===== src/include/conv_unit_map.svh =====
/*
 * Register offsets, field positions, reset values and selector limits for the
 * digit decode / encode / character code unit.
 * Assumes a 4-bit register index and 16-bit data words.
 */
`ifndef CONV_UNIT_MAP_SVH
`define CONV_UNIT_MAP_SVH

// --------------------------------------------------------------------
// Register index map
// --------------------------------------------------------------------
`define CV_REG_CMD      4'h0
`define CV_REG_SEL      4'h1
`define CV_REG_ROOM     4'h2
`define CV_REG_PTR      4'h3
`define CV_REG_SRC0     4'h4
`define CV_REG_DST0     4'h8
`define CV_REG_STATUS   4'hC

// --------------------------------------------------------------------
// Field positions
// --------------------------------------------------------------------
`define CV_CMD_OP_LO    0
`define CV_CMD_PTR_USE  2
`define CV_ST_FAULT     0
`define CV_ST_RAN       1
`define CV_ST_SKIPPED   2
`define CV_SEL_FIRST_LO 0
`define CV_SEL_CNT_LO   4
`define CV_SEL_TOP_LO   12
`define CV_SEL_HALF     8
`define CV_SEL_PAR_LO   9
`define CV_SEL_RSV      11

// --------------------------------------------------------------------
// Reset values and limits
// --------------------------------------------------------------------
`define CV_RST_WORD     16'h0000
`define CV_RST_ROOM     16'h0004
`define CV_DM_WORDS     1000
`define CV_DIGIT_MAX    4'h3
`define CV_DEC_LIMIT    4'h9
`define CV_ASCII_DIGIT  8'h30
`define CV_ASCII_ALPHA  8'h37

`endif


===== src/include/conv_pkg.sv =====
/*
 * Types shared by the conversion unit.
 * Assumes nothing of its surroundings.
 */
package conv_pkg;

    typedef enum logic [1:0] {
        OP_DECODE,
        OP_ENCODE,
        OP_ASCII,
        OP_SPARE
    } op_t;

    typedef enum logic [1:0] {
        PAR_NONE,
        PAR_EVEN,
        PAR_ODD,
        PAR_BAD
    } parity_t;

endpackage


===== src/rtl/conv_unit.sv =====
/*
 * Digit-to-bit decoder, highest-bit encoder and digit-to-character converter
 * for an instruction executor, with operand and result registers.
 * Assumes one clock, inputs synchronous to it, and a master that writes the
 * operands before writing the command register that launches an operation.
 */
// The implementer's own choices: the plain strobed port and the register offsets.
`timescale 1ns/1ps
`include "conv_unit_map.svh"

module conv_unit
    import conv_pkg::*;
#(
    parameter int DM_WORDS = `CV_DM_WORDS
) (
    input  wire logic        CLK,
    input  wire logic        ARST_N,
    input  wire logic        EXEC_COND,
    input  wire logic [3:0]  ADDR,
    input  wire logic [15:0] WR_DATA,
    input  wire logic        WR_STB,
    input  wire logic        RD_STB,
    output logic      [15:0] RD_DATA,
    output logic             DONE,
    output logic             FAULT
);

    // --------------------------------------------------------------------
    // Helper functions
    // --------------------------------------------------------------------
    function automatic logic [3:0] digit_of(input logic [15:0] w, input logic [1:0] idx);
        digit_of = w[{idx, 2'h0} +: 4];
    endfunction

    // Four-word banks are told apart by the upper two index bits
    function automatic logic in_bank(input logic [3:0] a, input logic [3:0] base);
        in_bank = (a[3:2] == base[3:2]);
    endfunction

    // Positions wrap modulo four, which gives every turn-around rule for free
    function automatic logic [1:0] wrap_pos(input logic [1:0] start, input int step);
        wrap_pos = start + 2'(step);
    endfunction

    function automatic logic [3:0] top_bit(input logic [15:0] w);
        logic [3:0] r;
        r = 4'h0;
        for (int b = 0; b < 16; b++) begin
            if (w[b]) begin
                r = 4'(b);
            end
        end
        top_bit = r;
    endfunction

    function automatic logic bcd_ok(input logic [15:0] w);
        logic ok;
        ok = 1'b1;
        for (int n = 0; n < 4; n++) begin
            if (w[n*4 +: 4] > `CV_DEC_LIMIT) begin
                ok = 1'b0;
            end
        end
        bcd_ok = ok;
    endfunction

    function automatic logic [15:0] bcd_value(input logic [15:0] w);
        bcd_value = 16'(w[15:12]) * 16'h03E8 + 16'(w[11:8]) * 16'h0064
                  + 16'(w[7:4]) * 16'h000A + 16'(w[3:0]);
    endfunction

    function automatic logic [7:0] to_char(input logic [3:0] d, input parity_t par);
        logic [7:0] c;
        logic       odd_ones;
        c        = (d > `CV_DEC_LIMIT) ? `CV_ASCII_ALPHA + 8'(d) : `CV_ASCII_DIGIT + 8'(d);
        odd_ones = ^c[6:0];
        case (par)
            PAR_EVEN: c[7] = odd_ones;
            PAR_ODD:  c[7] = ~odd_ones;
            default:  c[7] = 1'b0;
        endcase
        to_char = c;
    endfunction

    // --------------------------------------------------------------------
    // Operand and result registers
    // --------------------------------------------------------------------
    op_t         op;
    logic        ptr_use;
    logic [15:0] sel;
    logic [15:0] room;
    logic [15:0] ptr;
    logic [15:0] src [4];
    logic [15:0] dst [4];
    logic        ran;
    logic        skipped;

    // --------------------------------------------------------------------
    // Command launch
    // --------------------------------------------------------------------
    logic        wr_cmd;
    logic        launch;
    logic        execute;

    assign wr_cmd  = WR_STB && (ADDR == `CV_REG_CMD);
    assign launch  = wr_cmd;
    assign execute = launch && EXEC_COND;

    always_ff @(posedge CLK or negedge ARST_N) begin
        if (!ARST_N) begin
            op      <= OP_DECODE;
            ptr_use <= 1'b0;
        end else if (wr_cmd) begin
            op      <= op_t'(WR_DATA[`CV_CMD_OP_LO +: 2]);
            ptr_use <= WR_DATA[`CV_CMD_PTR_USE];
        end
    end

    // The command write launches with the fields it carries, not the
    // previously stored ones, so one write is one execution.
    op_t  cur_op;
    logic cur_ptr_use;

    assign cur_op      = op_t'(WR_DATA[`CV_CMD_OP_LO +: 2]);
    assign cur_ptr_use = WR_DATA[`CV_CMD_PTR_USE];

    // --------------------------------------------------------------------
    // Operand registers
    // --------------------------------------------------------------------

    always_ff @(posedge CLK or negedge ARST_N) begin
        if (!ARST_N) begin
            sel  <= `CV_RST_WORD;
            room <= `CV_RST_ROOM;
            ptr  <= `CV_RST_WORD;
        end else if (WR_STB) begin
            case (ADDR)
                `CV_REG_SEL:  sel  <= WR_DATA;
                `CV_REG_ROOM: room <= WR_DATA;
                `CV_REG_PTR:  ptr  <= WR_DATA;
                default: ;
            endcase
        end
    end

    always_ff @(posedge CLK or negedge ARST_N) begin
        if (!ARST_N) begin
            for (int k = 0; k < 4; k++) begin
                src[k] <= `CV_RST_WORD;
            end
        end else if (WR_STB && in_bank(ADDR, `CV_REG_SRC0)) begin
            src[ADDR[1:0]] <= WR_DATA;
        end
    end

    // --------------------------------------------------------------------
    // Selector decode
    // --------------------------------------------------------------------
    logic [1:0] first;
    logic [2:0] cnt;
    logic       half;
    parity_t    par;
    logic       sel_bad;
    logic       asc_sel_bad;

    assign first = sel[`CV_SEL_FIRST_LO +: 2];
    assign cnt   = {1'b0, sel[`CV_SEL_CNT_LO +: 2]} + 3'h1;
    assign half  = sel[`CV_SEL_HALF];
    assign par   = parity_t'(sel[`CV_SEL_PAR_LO +: 2]);

    assign sel_bad = (sel[`CV_SEL_FIRST_LO +: 4] > `CV_DIGIT_MAX)
                   || (sel[`CV_SEL_CNT_LO +: 4] > `CV_DIGIT_MAX);
    assign asc_sel_bad = sel_bad || (par == PAR_BAD) || sel[`CV_SEL_RSV]
                       || (sel[`CV_SEL_TOP_LO +: 4] != 4'h0);

    // --------------------------------------------------------------------
    // Fault detection
    // --------------------------------------------------------------------
    logic [2:0] need;
    logic       room_bad;
    logic       ptr_bad;
    logic       zero_src;
    logic       next_fault;

    // Destination words touched by the character converter depend on the
    // starting half: a high start spills one more word when the count is even.
    always_comb begin
        case (cur_op)
            OP_ASCII: need = 3'(({2'h0, half} + cnt + 3'h1) >> 1);
            default:  need = cnt;
        endcase
    end

    assign room_bad = 16'(need) > room;
    // Only the pointer's form and range are checked; the indirect access lies outside
    assign ptr_bad  = cur_ptr_use
                    && (!bcd_ok(ptr) || (bcd_value(ptr) >= 16'(DM_WORDS)));

    always_comb begin
        zero_src = 1'b0;
        for (int i = 0; i < 4; i++) begin
            if ((3'(i) < cnt) && (src[i] == 16'h0000)) begin
                zero_src = 1'b1;
            end
        end
    end

    always_comb begin
        case (cur_op)
            OP_DECODE: next_fault = sel_bad || room_bad || ptr_bad;
            OP_ENCODE: next_fault = sel_bad || room_bad || zero_src || ptr_bad;
            OP_ASCII:  next_fault = asc_sel_bad || room_bad || ptr_bad;
            default:   next_fault = 1'b1;
        endcase
    end

    // --------------------------------------------------------------------
    // Result datapath
    // --------------------------------------------------------------------
    logic [15:0] next_dst [4];
    logic [1:0]  pos;
    logic [2:0]  bpos;

    always_comb begin
        pos  = 2'b00;
        bpos = 3'b000;
        for (int k = 0; k < 4; k++) begin
            next_dst[k] = dst[k];
        end
        case (cur_op)
            OP_DECODE: begin
                for (int i = 0; i < 4; i++) begin
                    if (3'(i) < cnt) begin
                        pos = wrap_pos(first, i);
                        // Whole word rewritten, all other bits clear
                        next_dst[i] = 16'h0001 << digit_of(src[0], pos);
                    end
                end
            end
            OP_ENCODE: begin
                for (int i = 0; i < 4; i++) begin
                    if (3'(i) < cnt) begin
                        pos = wrap_pos(first, i);
                        next_dst[0][{pos, 2'b00} +: 4] = top_bit(src[i]);
                    end
                end
            end
            OP_ASCII: begin
                for (int i = 0; i < 4; i++) begin
                    if (3'(i) < cnt) begin
                        pos  = wrap_pos(first, i);
                        bpos = {2'b00, half} + 3'(i);
                        next_dst[bpos[2:1]][{bpos[0], 3'b000} +: 8] =
                            to_char(digit_of(src[0], pos), par);
                    end
                end
            end
            default: ;
        endcase
    end

    // --------------------------------------------------------------------
    // Result registers
    // --------------------------------------------------------------------
    // Software may preload destinations; the encoder and converter keep
    // the digits and bytes they do not reach.
    always_ff @(posedge CLK or negedge ARST_N) begin
        if (!ARST_N) begin
            for (int k = 0; k < 4; k++) begin
                dst[k] <= `CV_RST_WORD;
            end
        end else if (execute && !next_fault) begin
            for (int k = 0; k < 4; k++) begin
                dst[k] <= next_dst[k];
            end
        end else if (WR_STB && in_bank(ADDR, `CV_REG_DST0)) begin
            dst[ADDR[1:0]] <= WR_DATA;
        end
    end

    // --------------------------------------------------------------------
    // Status
    // --------------------------------------------------------------------
    // A skipped launch leaves the fault of the last real execution standing.
    always_ff @(posedge CLK or negedge ARST_N) begin
        if (!ARST_N) begin
            FAULT <= 1'b0;
        end else if (execute) begin
            FAULT <= next_fault;
        end
    end

    always_ff @(posedge CLK or negedge ARST_N) begin
        if (!ARST_N) begin
            ran     <= 1'b0;
            skipped <= 1'b0;
        end else if (launch) begin
            ran     <= EXEC_COND;
            skipped <= !EXEC_COND;
        end
    end

    // --------------------------------------------------------------------
    // Completion pulse
    // --------------------------------------------------------------------
    always_ff @(posedge CLK or negedge ARST_N) begin
        if (!ARST_N) begin
            DONE <= 1'b0;
        end else begin
            DONE <= launch;
        end
    end

    // --------------------------------------------------------------------
    // Read port
    // --------------------------------------------------------------------
    logic [15:0] rd_mux;

    always_comb begin
        rd_mux = 16'h0000;
        case (ADDR)
            `CV_REG_CMD:    rd_mux = 16'({ptr_use, op});
            `CV_REG_SEL:    rd_mux = sel;
            `CV_REG_ROOM:   rd_mux = room;
            `CV_REG_PTR:    rd_mux = ptr;
            `CV_REG_STATUS: begin
                rd_mux[`CV_ST_FAULT]   = FAULT;
                rd_mux[`CV_ST_RAN]     = ran;
                rd_mux[`CV_ST_SKIPPED] = skipped;
            end
            default: begin
                if (in_bank(ADDR, `CV_REG_SRC0)) begin
                    rd_mux = src[ADDR[1:0]];
                end else if (in_bank(ADDR, `CV_REG_DST0)) begin
                    rd_mux = dst[ADDR[1:0]];
                end
            end
        endcase
    end

    // Data stand only in the cycle after the strobe, zero otherwise
    always_ff @(posedge CLK or negedge ARST_N) begin
        if (!ARST_N) begin
            RD_DATA <= 16'h0000;
        end else if (RD_STB) begin
            RD_DATA <= rd_mux;
        end else begin
            RD_DATA <= 16'h0000;
        end
    end

endmodule


===== config.mk =====
export PLATFORM = sky130hd
export DESIGN_NAME = conv_unit
export DESIGN_NICKNAME = d
export VERILOG_FILES = /design/src/include/conv_pkg.sv /design/src/rtl/conv_unit.sv
export VERILOG_INCLUDE_DIRS = /design/src /design/src/include
export SDC_FILE = /design/constraint.sdc
export NUM_CORES = 1
export LEC_CHECK = 0
export ABC_AREA = 1
export BUFFER_PORTS_ARGS = -buffer_cell sky130_fd_sc_hd__buf_2
export CORE_MARGIN = 1.5
export CORE_UTILIZATION = 50
export CTS_BUF_LIST = sky130_fd_sc_hd__clkbuf_16
export DETAILED_ROUTE_END_ITERATION = 16
export GPL_TIMING_DRIVEN = 0
export PLACE_DENSITY = 0.75
export SYNTH_ARGS = -nofsm -noshare
export SYNTH_HDL_FRONTEND = slang
export SYNTH_SLANG_ARGS = --single-unit

===== constraint.sdc =====
create_clock -name CLK -period 6.2 [get_ports CLK]
set_input_delay 0.62 -clock CLK [delete_from_list [all_inputs] [get_ports CLK]]
set_output_delay 0.62 -clock CLK [all_outputs]
set_load 0.1 [all_outputs]

==> results.json, run 1 <==
{
  "syn_inst": 2237,
  "drt_iter0_markers": 2273,
  "max_clock_freq_mhz": 173,
  "cts.path.max_buffers": 2,
  "die_area_um2": 32100,
  "clockRootBuffer": "clkbuf_16",
  "synth_seq_cells": 199,
  "synth_top_area_share_pct": 32.0,
  "drc": 0,
  "path_max_fanout": 10,
  "outcome": "finished, final reports clean",
  "drive_gt1_share_pct": 6.36,
  "syn2layout_area_growth_pct": 8.93,
  "synth_area_um2": 15500,
  "switching_share_pct": 50.6,
  "die_width_um": 179,
  "initial_core_util_pct": 50.8,
  "slew_viol_final": 0,
  "startpoint_type": "flip-flop",
  "drv_cap": 0,
  "cp.required_ns": 6.62,
  "first_pass_iters": 6,
  "hold_buffers": 0,
  "clkPwrFrac_pct": 18.6,
  "final.period_utilization_pct": 93.4,
  "combPwrFrac_pct": 54.0,
  "vias_per_cell": 6.25,
  "cts_tree": "yes",
  "synthTopCellsByArea": "dfrtp_1 (32%), nand2_1 (15%), ha_1 (7.6%), o21ai_0 (7.2%), inv_1 (7.1%)",
  "numPortBuffers": 42,
  "dp_hpwl_um": 52100,
  "ys_warn_count": 0,
  "cts_made_buffers": 17,
  "cellLeakagePower_nw": 8.20,
  "setup_tns_ns": 0,
  "synth_edf_count": 0,
  "die_h_um": 179,
  "synth_nets": 2374,
  "rows": 64,
  "ctsHtreeMaxLevel": 4,
  "final_antenna_net_count": 0,
  "path_clk_slew_ns": 0.09,
  "cts.repair.resized": 0,
  "power_switching_mw": 3.31,
  "slew_headroom_pct": 29.8,
  "core-area_um2": 30500,
  "grt_max_degree": 106,
  "crit_path_end_kind": "flip-flop",
  "ir_drop_v": 0.000292,
  "p_seq_share_pct": 27.4,
  "final_hold_viol_count": 0,
  "yosysTopAreaCell": "dfrtp_1",
  "crit_type": "reg2reg",
  "cts_sinks": 199,
  "synth-main-ff-cell": "dfrtp_1",
  "routed_wirelength_um": 66700,
  "powerDensity_nw_per_um2": 387,
  "num-fill-cells": 3038,
  "avgSynthCellArea_um2": 6.93,
  "grt-ovfl-total": 0,
  "synth-async-reset-ratio_pct": 100,
  "fin_skew_ns": 0.0175,
  "p_int_mw": 3.23,
  "rsz0062_at_grt": "no",
  "finalCriticalPeriod_ns": 5.79,
  "ys_seq_area_share_pct": 32.2,
  "gr-usage-all-layers_pct": 42.4,
  "nets": 2436,
  "finalSetupViolCount": 0,
  "tightest_slew_ns": 1.04,
  "clock_latency_ns": 0.47,
  "synth_cell_types": 60,
  "vias": 16900,
  "io_pins": 43,
  "cp.arrival_ns": 6.21,
  "grt_pass1_vias": 15600,
  "wire_per_inst_um": 24.6,
  "final_util_pct": 55.3,
  "grt_pass1_wl_um": 97800,
  "min_path_type": "in2async",
  "post_cts_buffers": 0,
  "antenna_found_initial": 2,
  "routabilityCongestion": 1.04
}
cell type report:
cell class / instances / area [µm²] / share of cell area (%)
multi-input combinational: 1643 / 8960 / 53.1
inverter: 311 / 1170 / 6.92
clock buffer: 17 / 425 / 2.52
timing repair buffer: 43 / 248 / 1.47
clock inverter: 15 / 204 / 1.21
tap: 396 / 495 / 2.94
sequential: 199 / 4980 / 29.5
buffer: 84 / 383 / 2.27
antenna: 2 / 5.00 / 0.0297
metrics by stage:
stage / total power [mW] / setup WS [ns] / hold WS, ns / instance area (µm²) / cells
after floorplan: 4.14 / 1.22 / 0.324 / 15500 / 2237
after global placement: 5.15 / 0.332 / 0.456 / 16200 / 2675
after detailed placement: 5.22 / 0.291 / 0.460 / 16200 / 2676
after CTS: 6.43 / 0.261 / 0.212 / 16900 / 2708
after global routing: 6.98 / 0.00136 / 0.236 / 16900 / 2708
final: 6.53 / 0.408 / 0.170 / 16900 / 2710
Yosys cell counts, drive strengths merged (2+ instances only):
cell / instances
dfrtp: 198
xor2: 15
o21ai: 254
a22oi: 11
a31o: 3
nor2: 142
o311ai: 5
a21oi: 78
a211oi: 2
o211ai: 33
a41oi: 4
nand3: 169
o31ai: 3
nand3b: 2
xnor2: 5
o41ai: 2
o21bai: 3
clkinv: 10
nand2: 624
nor3: 20
buf: 27
o221ai: 8
o2111ai: 11
or2: 2
nor4: 11
inv: 301
a221oi: 9
a21boi: 2
a22o: 7
o2bb2ai: 2
a21o: 2
ha: 94
clkbuf: 57
o22ai: 57
fa: 18
nand4: 28
o21a: 3
a31oi: 9
power groups by stage:
| stage | registers (mW) | clock network [mW] | logic (mW) |
|---|---|---|---|
| 6_report | 1.79 | 1.21 | 3.53 |
| 5_1_grt | 1.81 | 1.27 | 3.90 |
| 4_1_cts | 1.78 | 1.21 | 3.44 |
| 3_5_place_dp | 1.80 | 0 | 3.43 |
| 3_3_place_gp | 1.79 | 0 | 3.35 |
| 2_1_floorplan | 1.76 | 0 | 2.38 |
critical path, stage by stage, from the launching register on:
cell and delay (ns):
dfrtp_2 0.51, fa_1 0.60, inv_1 0.10, fa_1 0.51
inv_1 0.04, ha_1 0.33, nand2_1 0.06, o21ai_1 0.21
xor2_1 0.18, inv_1 0.06, ha_1 0.28, ha_1 0.20
ha_1 0.26, nor4_1 0.27, nand4_1 0.12, nor4_1 0.20
nand2_1 0.11, a21oi_2 0.12, nand2_2 0.15, nand2_2 0.17
nand2_4 0.14, nor2_2 0.14, o21ai_0 0.19, nand2_2 0.29
clkbuf_4 0.26, nand3_1 0.14, nand2_1 0.08
metal layers:
metal  vias to the layer above  wire length, µm  global-route usage [%]
li1                       7574                -                       -
met1                      8031            27100                    58.0
met2                      1129            27700                    61.9
met3                       215             8300                    11.0
met4                         0             3620                    20.9
met5                         -                0                       0
logic make-up (layout without fill, tap and decap cells):
family          Yosys count  after routing  synth area share, %
flops                   199            199                 32.2
fa+ha+maj               112            112                 9.92
simple gates            999            999                 27.1
buf+inv                 395            470                 9.99
compound gates          512            512                 19.7
other cells               0              2                    0
xor+xnor                 20             20                 1.18
layout by cell type (no fill, tap or decap), types with 14 or more instances in the layout:
cell       instances
a21oi_1           75
buf_2             56
clkbuf_1          57
clkbuf_16         17
dfrtp_1          195
fa_1              18
ha_1              94
inv_1            293
nand2_1          614
nand3_1          165
nand4_1           28
nor2_1           135
nor3_1            20
o211ai_1          33
o21ai_0          222
o21ai_1           29
o22ai_1           56
xor2_1            14
flip-flops by register name (all words and copies together) (netlist names):
register,cells
DONE,1
FAULT,1
RD_DATA,16
dst,64
op,2
ptr,16
ptr_use,1
ran,1
room,16
sel,16
skipped,1
src,64
path summary, 6_finish.rpt:
check	depth (start not counted)	end	slack (ns)	from
hold / removal	1	RD_DATA[9]	0.17	ARST_N
max in group asynchronous	2	dst[54]	5.07	ARST_N
setup / recovery	26	dst[8]	0.41	ptr[14]
min in group CLK	3	ran	0.43	EXEC_COND
hold reg to reg	2	dst[38]	0.48	dst[38]
setup reg to reg	26	dst[8]	0.41	ptr[14]
(Power assumes the default switching activity.)
==> inputs of run 2 (changes only) <==
ABC_AREA = default   (was 1)
CORE_MARGIN = default   (was 1.5)
==> results.json, run 2 <==
{
  "outcome": "finished with violations",
  "failed_checks": "capacitance limit, slew limit",
  "antenna_found_initial": 4,
  "finalCriticalPeriod_ns": 6.03,
  "final.period_utilization_pct": 97.3,
  "grt-ovfl-total": 0,
  "synth_area_um2": 15600,
  "ir_drop_v": 0.000432,
  "multi_input_area_um2": 9950,
  "crit_path_end_kind": "flip-flop",
  "clkPwrFrac_pct": 14.8,
  "io_pins": 43,
  "syn_inst": 1649,
  "slew_viol_final": 10,
  "vias": 15000,
  "drv_cap": 2,
  "ys_seq_area_share_pct": 32.0,
  "gr-usage-all-layers_pct": 39.8,
  "nets": 1859,
  "cellLeakagePower_nw": 7.34,
  "routabilityCongestion": 1.04,
  "cts.path.max_buffers": 2,
  "synthTopCellsByArea": "dfrtp_1 (32%), mux2_2 (9.2%), ha_1 (7.5%), mux4_2 (5.8%), nand2_1 (3.7%)",
  "drc": 0,
  "yosysMostFrequentCell": "dfrtp_1",
  "syn2layout_area_growth_pct": 9.94,
  "dp_hpwl_um": 46500,
  "synth-async-reset-ratio_pct": 100,
  "finalSetupViolCount": 0,
  "ctsHtreeMaxLevel": 4,
  "fin_skew_ns": 0.0182,
  "max_clock_freq_mhz": 166,
  "p_int_mw": 4.03,
  "p_seq_share_pct": 25.3,
  "holdWs_ns": 0.147,
  "die_area_um2": 31900,
  "synth_nets": 1786,
  "tightest_slew_ns": 1.59,
  "rows": 64,
  "cp.required_ns": 6.54,
  "synth_top_cells_by_count": "dfrtp_1 (198), nand2_1 (154), mux2_2 (127), nor2_1 (127), o21ai_0 (103)",
  "reg.largest.list": "dst (64), src (64)",
  "yosysTopAreaCell": "dfrtp_1",
  "first_pass_iters": 6,
  "clockRootBuffer": "clkbuf_16",
  "combPwrFrac_pct": 60.0,
  "cts_sinks": 199,
  "cts_tree": "yes",
  "min_path_type": "in2async",
  "setup_tns_ns": 0,
  "grt_max_degree": 114,
  "die_h_um": 179,
  "synth_top_area_share_pct": 31.8,
  "vias_per_cell": 7.03,
  "final_common_cell": "dfrtp_1",
  "final_hold_viol_count": 0,
  "wire_per_inst_um": 29.1,
  "numPortBuffers": 39,
  "synth_cell_types": 86,
  "grt_pass1_wl_um": 91700,
  "avgSynthCellArea_um2": 9.45,
  "rsz0062_at_grt": "yes",
  "switching_share_pct": 48.4,
  "path_clk_slew_ns": 0.08,
  "powerDensity_nw_per_um2": 455,
  "clock_latency_ns": 0.46,
  "power_switching_mw": 3.78,
  "core-area_um2": 30700,
  "num-fill-cells": 2718,
  "rr_worst_depth": 21,
  "routed_wirelength_um": 62000,
  "ys_warn_count": 0,
  "startpoint_type": "flip-flop",
  "initial_core_util_pct": 50.8,
  "synth_edf_count": 0,
  "cts_made_buffers": 17,
  "crit_type": "reg2reg",
  "cp.arrival_ns": 6.37,
  "synth_seq_cells": 199,
  "path_max_fanout": 7,
  "slew_headroom_pct": -6.72,
  "final_cell_mix": "dfrtp_1 (195), nand2_1 (153), nor2_1 (127), mux2_2 (127), o21ai_0 (102)",
  "final_antenna_net_count": 0,
  "synth-main-ff-cell": "dfrtp_1",
  "seq_area_um2": 4980,
  "drive_gt1_share_pct": 19.4,
  "grt_pass1_vias": 14200,
  "die_width_um": 179,
  "drt_iter0_markers": 2201
}
==> run 2: cell types whose count changed in the layout (fill, tap and decap cells not counted), sizes merged, moves of 18 or more <==
cell | previous run | this run
buf | 69 | 90
and2 | 0 | 18
nand3 | 169 | 26
inv | 308 | 90
o211ai | 33 | 9
mux2 | 0 | 142
o22ai | 57 | 36
mux2i | 0 | 27
mux4 | 0 | 40
o21ai | 254 | 113
nor2b | 0 | 20
nand4 | 28 | 5
nand2 | 624 | 154
==> run 2: per-stage QoR <==
stage / util [%] / setup WS (ns) / cells / area, µm² / power [mW]
floorplan: - / 0.489 / 1649 / 15600 / 5.03
detailed placement: 53.3 / -0.836 / 2086 / 16300 / 6.29
CTS: 55.5 / 0.0347 / 2128 / 17000 / 7.49
global placement: 53.1 / -0.682 / 2084 / 16300 / 6.17
global route: 55.9 / -0.0233 / 2132 / 17100 / 8.24
finish: 55.9 / 0.170 / 2134 / 17100 / 7.80
==> run 2: final cells by class <==
| cell class | count | share of cell area [%] |
|---|---|---|
| diodes | 3 | 0.0438 |
| plain buffers | 98 | 2.66 |
| clock buffers | 17 | 2.48 |
| clock inverters | 15 | 0.927 |
| inverters | 83 | 1.82 |
| multi-input cells | 1268 | 58.0 |
| flip-flops and latches | 199 | 29.1 |
| well taps | 396 | 2.89 |
| repair buffers | 55 | 2.05 |
==> run 2: path summary, 6_finish.rpt <==
path	start	end	slack, ns
setup / recovery	ptr[15]	dst[20]	0.17
min in group CLK	EXEC_COND	skipped	0.37
hold reg to reg	op[1]	op[1]	0.49
setup reg to reg	ptr[15]	dst[20]	0.17
hold / removal	ARST_N	dst[34]	0.15
max in group asynchronous	ARST_N	ptr[15]	5.03
==> run 2: cells by family (layout without fill, tap and decap cells) <==
| family | after synthesis | after routing | synth area share (%) |
|---|---|---|---|
| other | 0 | 3 | 0 |
| AND/OR/NAND/NOR | 470 | 470 | 14.1 |
| buffers and inverters | 182 | 268 | 4.90 |
| AO/OA/AOI/OAI | 454 | 454 | 19.8 |
| XOR/XNOR | 23 | 23 | 1.29 |
| flip-flops | 199 | 199 | 32.0 |
| multiplexers | 209 | 209 | 18.0 |
| adder cells (fa/ha/maj) | 112 | 112 | 9.86 |
==> run 2: power by group through the flow <==
stage	clock [mW]	sequential (mW)	combinational, mW
floorplan	0	1.87	3.16
global placement	0	1.96	4.21
detailed placement	0	1.97	4.32
CTS	1.15	1.94	4.40
global route	1.20	1.98	5.06
finish	1.15	1.97	4.68
==> run 2: metal layers <==
metal  vias up  GRT usage [%]  share of wire (%)
met5         -              0              0.021
met4         2           25.0                7.4
met3       286           9.76                 12
met2      1110           58.3                 42
met1      7310           52.5                 38
li1       6298              -                  -
==> run 2: what timing repair did <==
action | 4_1_cts | 5_1_grt
endpoints found under the setup margin | 53 | 64
buffers inserted | 10 | 4
hold buffers | 0 | 0
gates resized for setup | 11 | 20
pin swaps | 3 | 11
hold endpoints to repair | 0 | 0
==> run 2: worst max-delay path: stages (launching register included) <==
cell and delay (ns):
dfrtp_2 0.43, fa_2 0.60, inv_1 0.08, fa_1 0.51, inv_1 0.05, ha_2 0.31, a21o_1 0.18, a21oi_2 0.16
xor2_1 0.18, ha_1 0.25, ha_1 0.20, ha_1 0.28, or4_4 0.53, a2111oi_4 0.21, a41oi_2 0.20, nor3_1 0.16
and3_1 0.18, o211ai_1 0.23, or2_0 0.31, clkbuf_4 0.18, o21ai_4 0.29, mux2_1 0.36
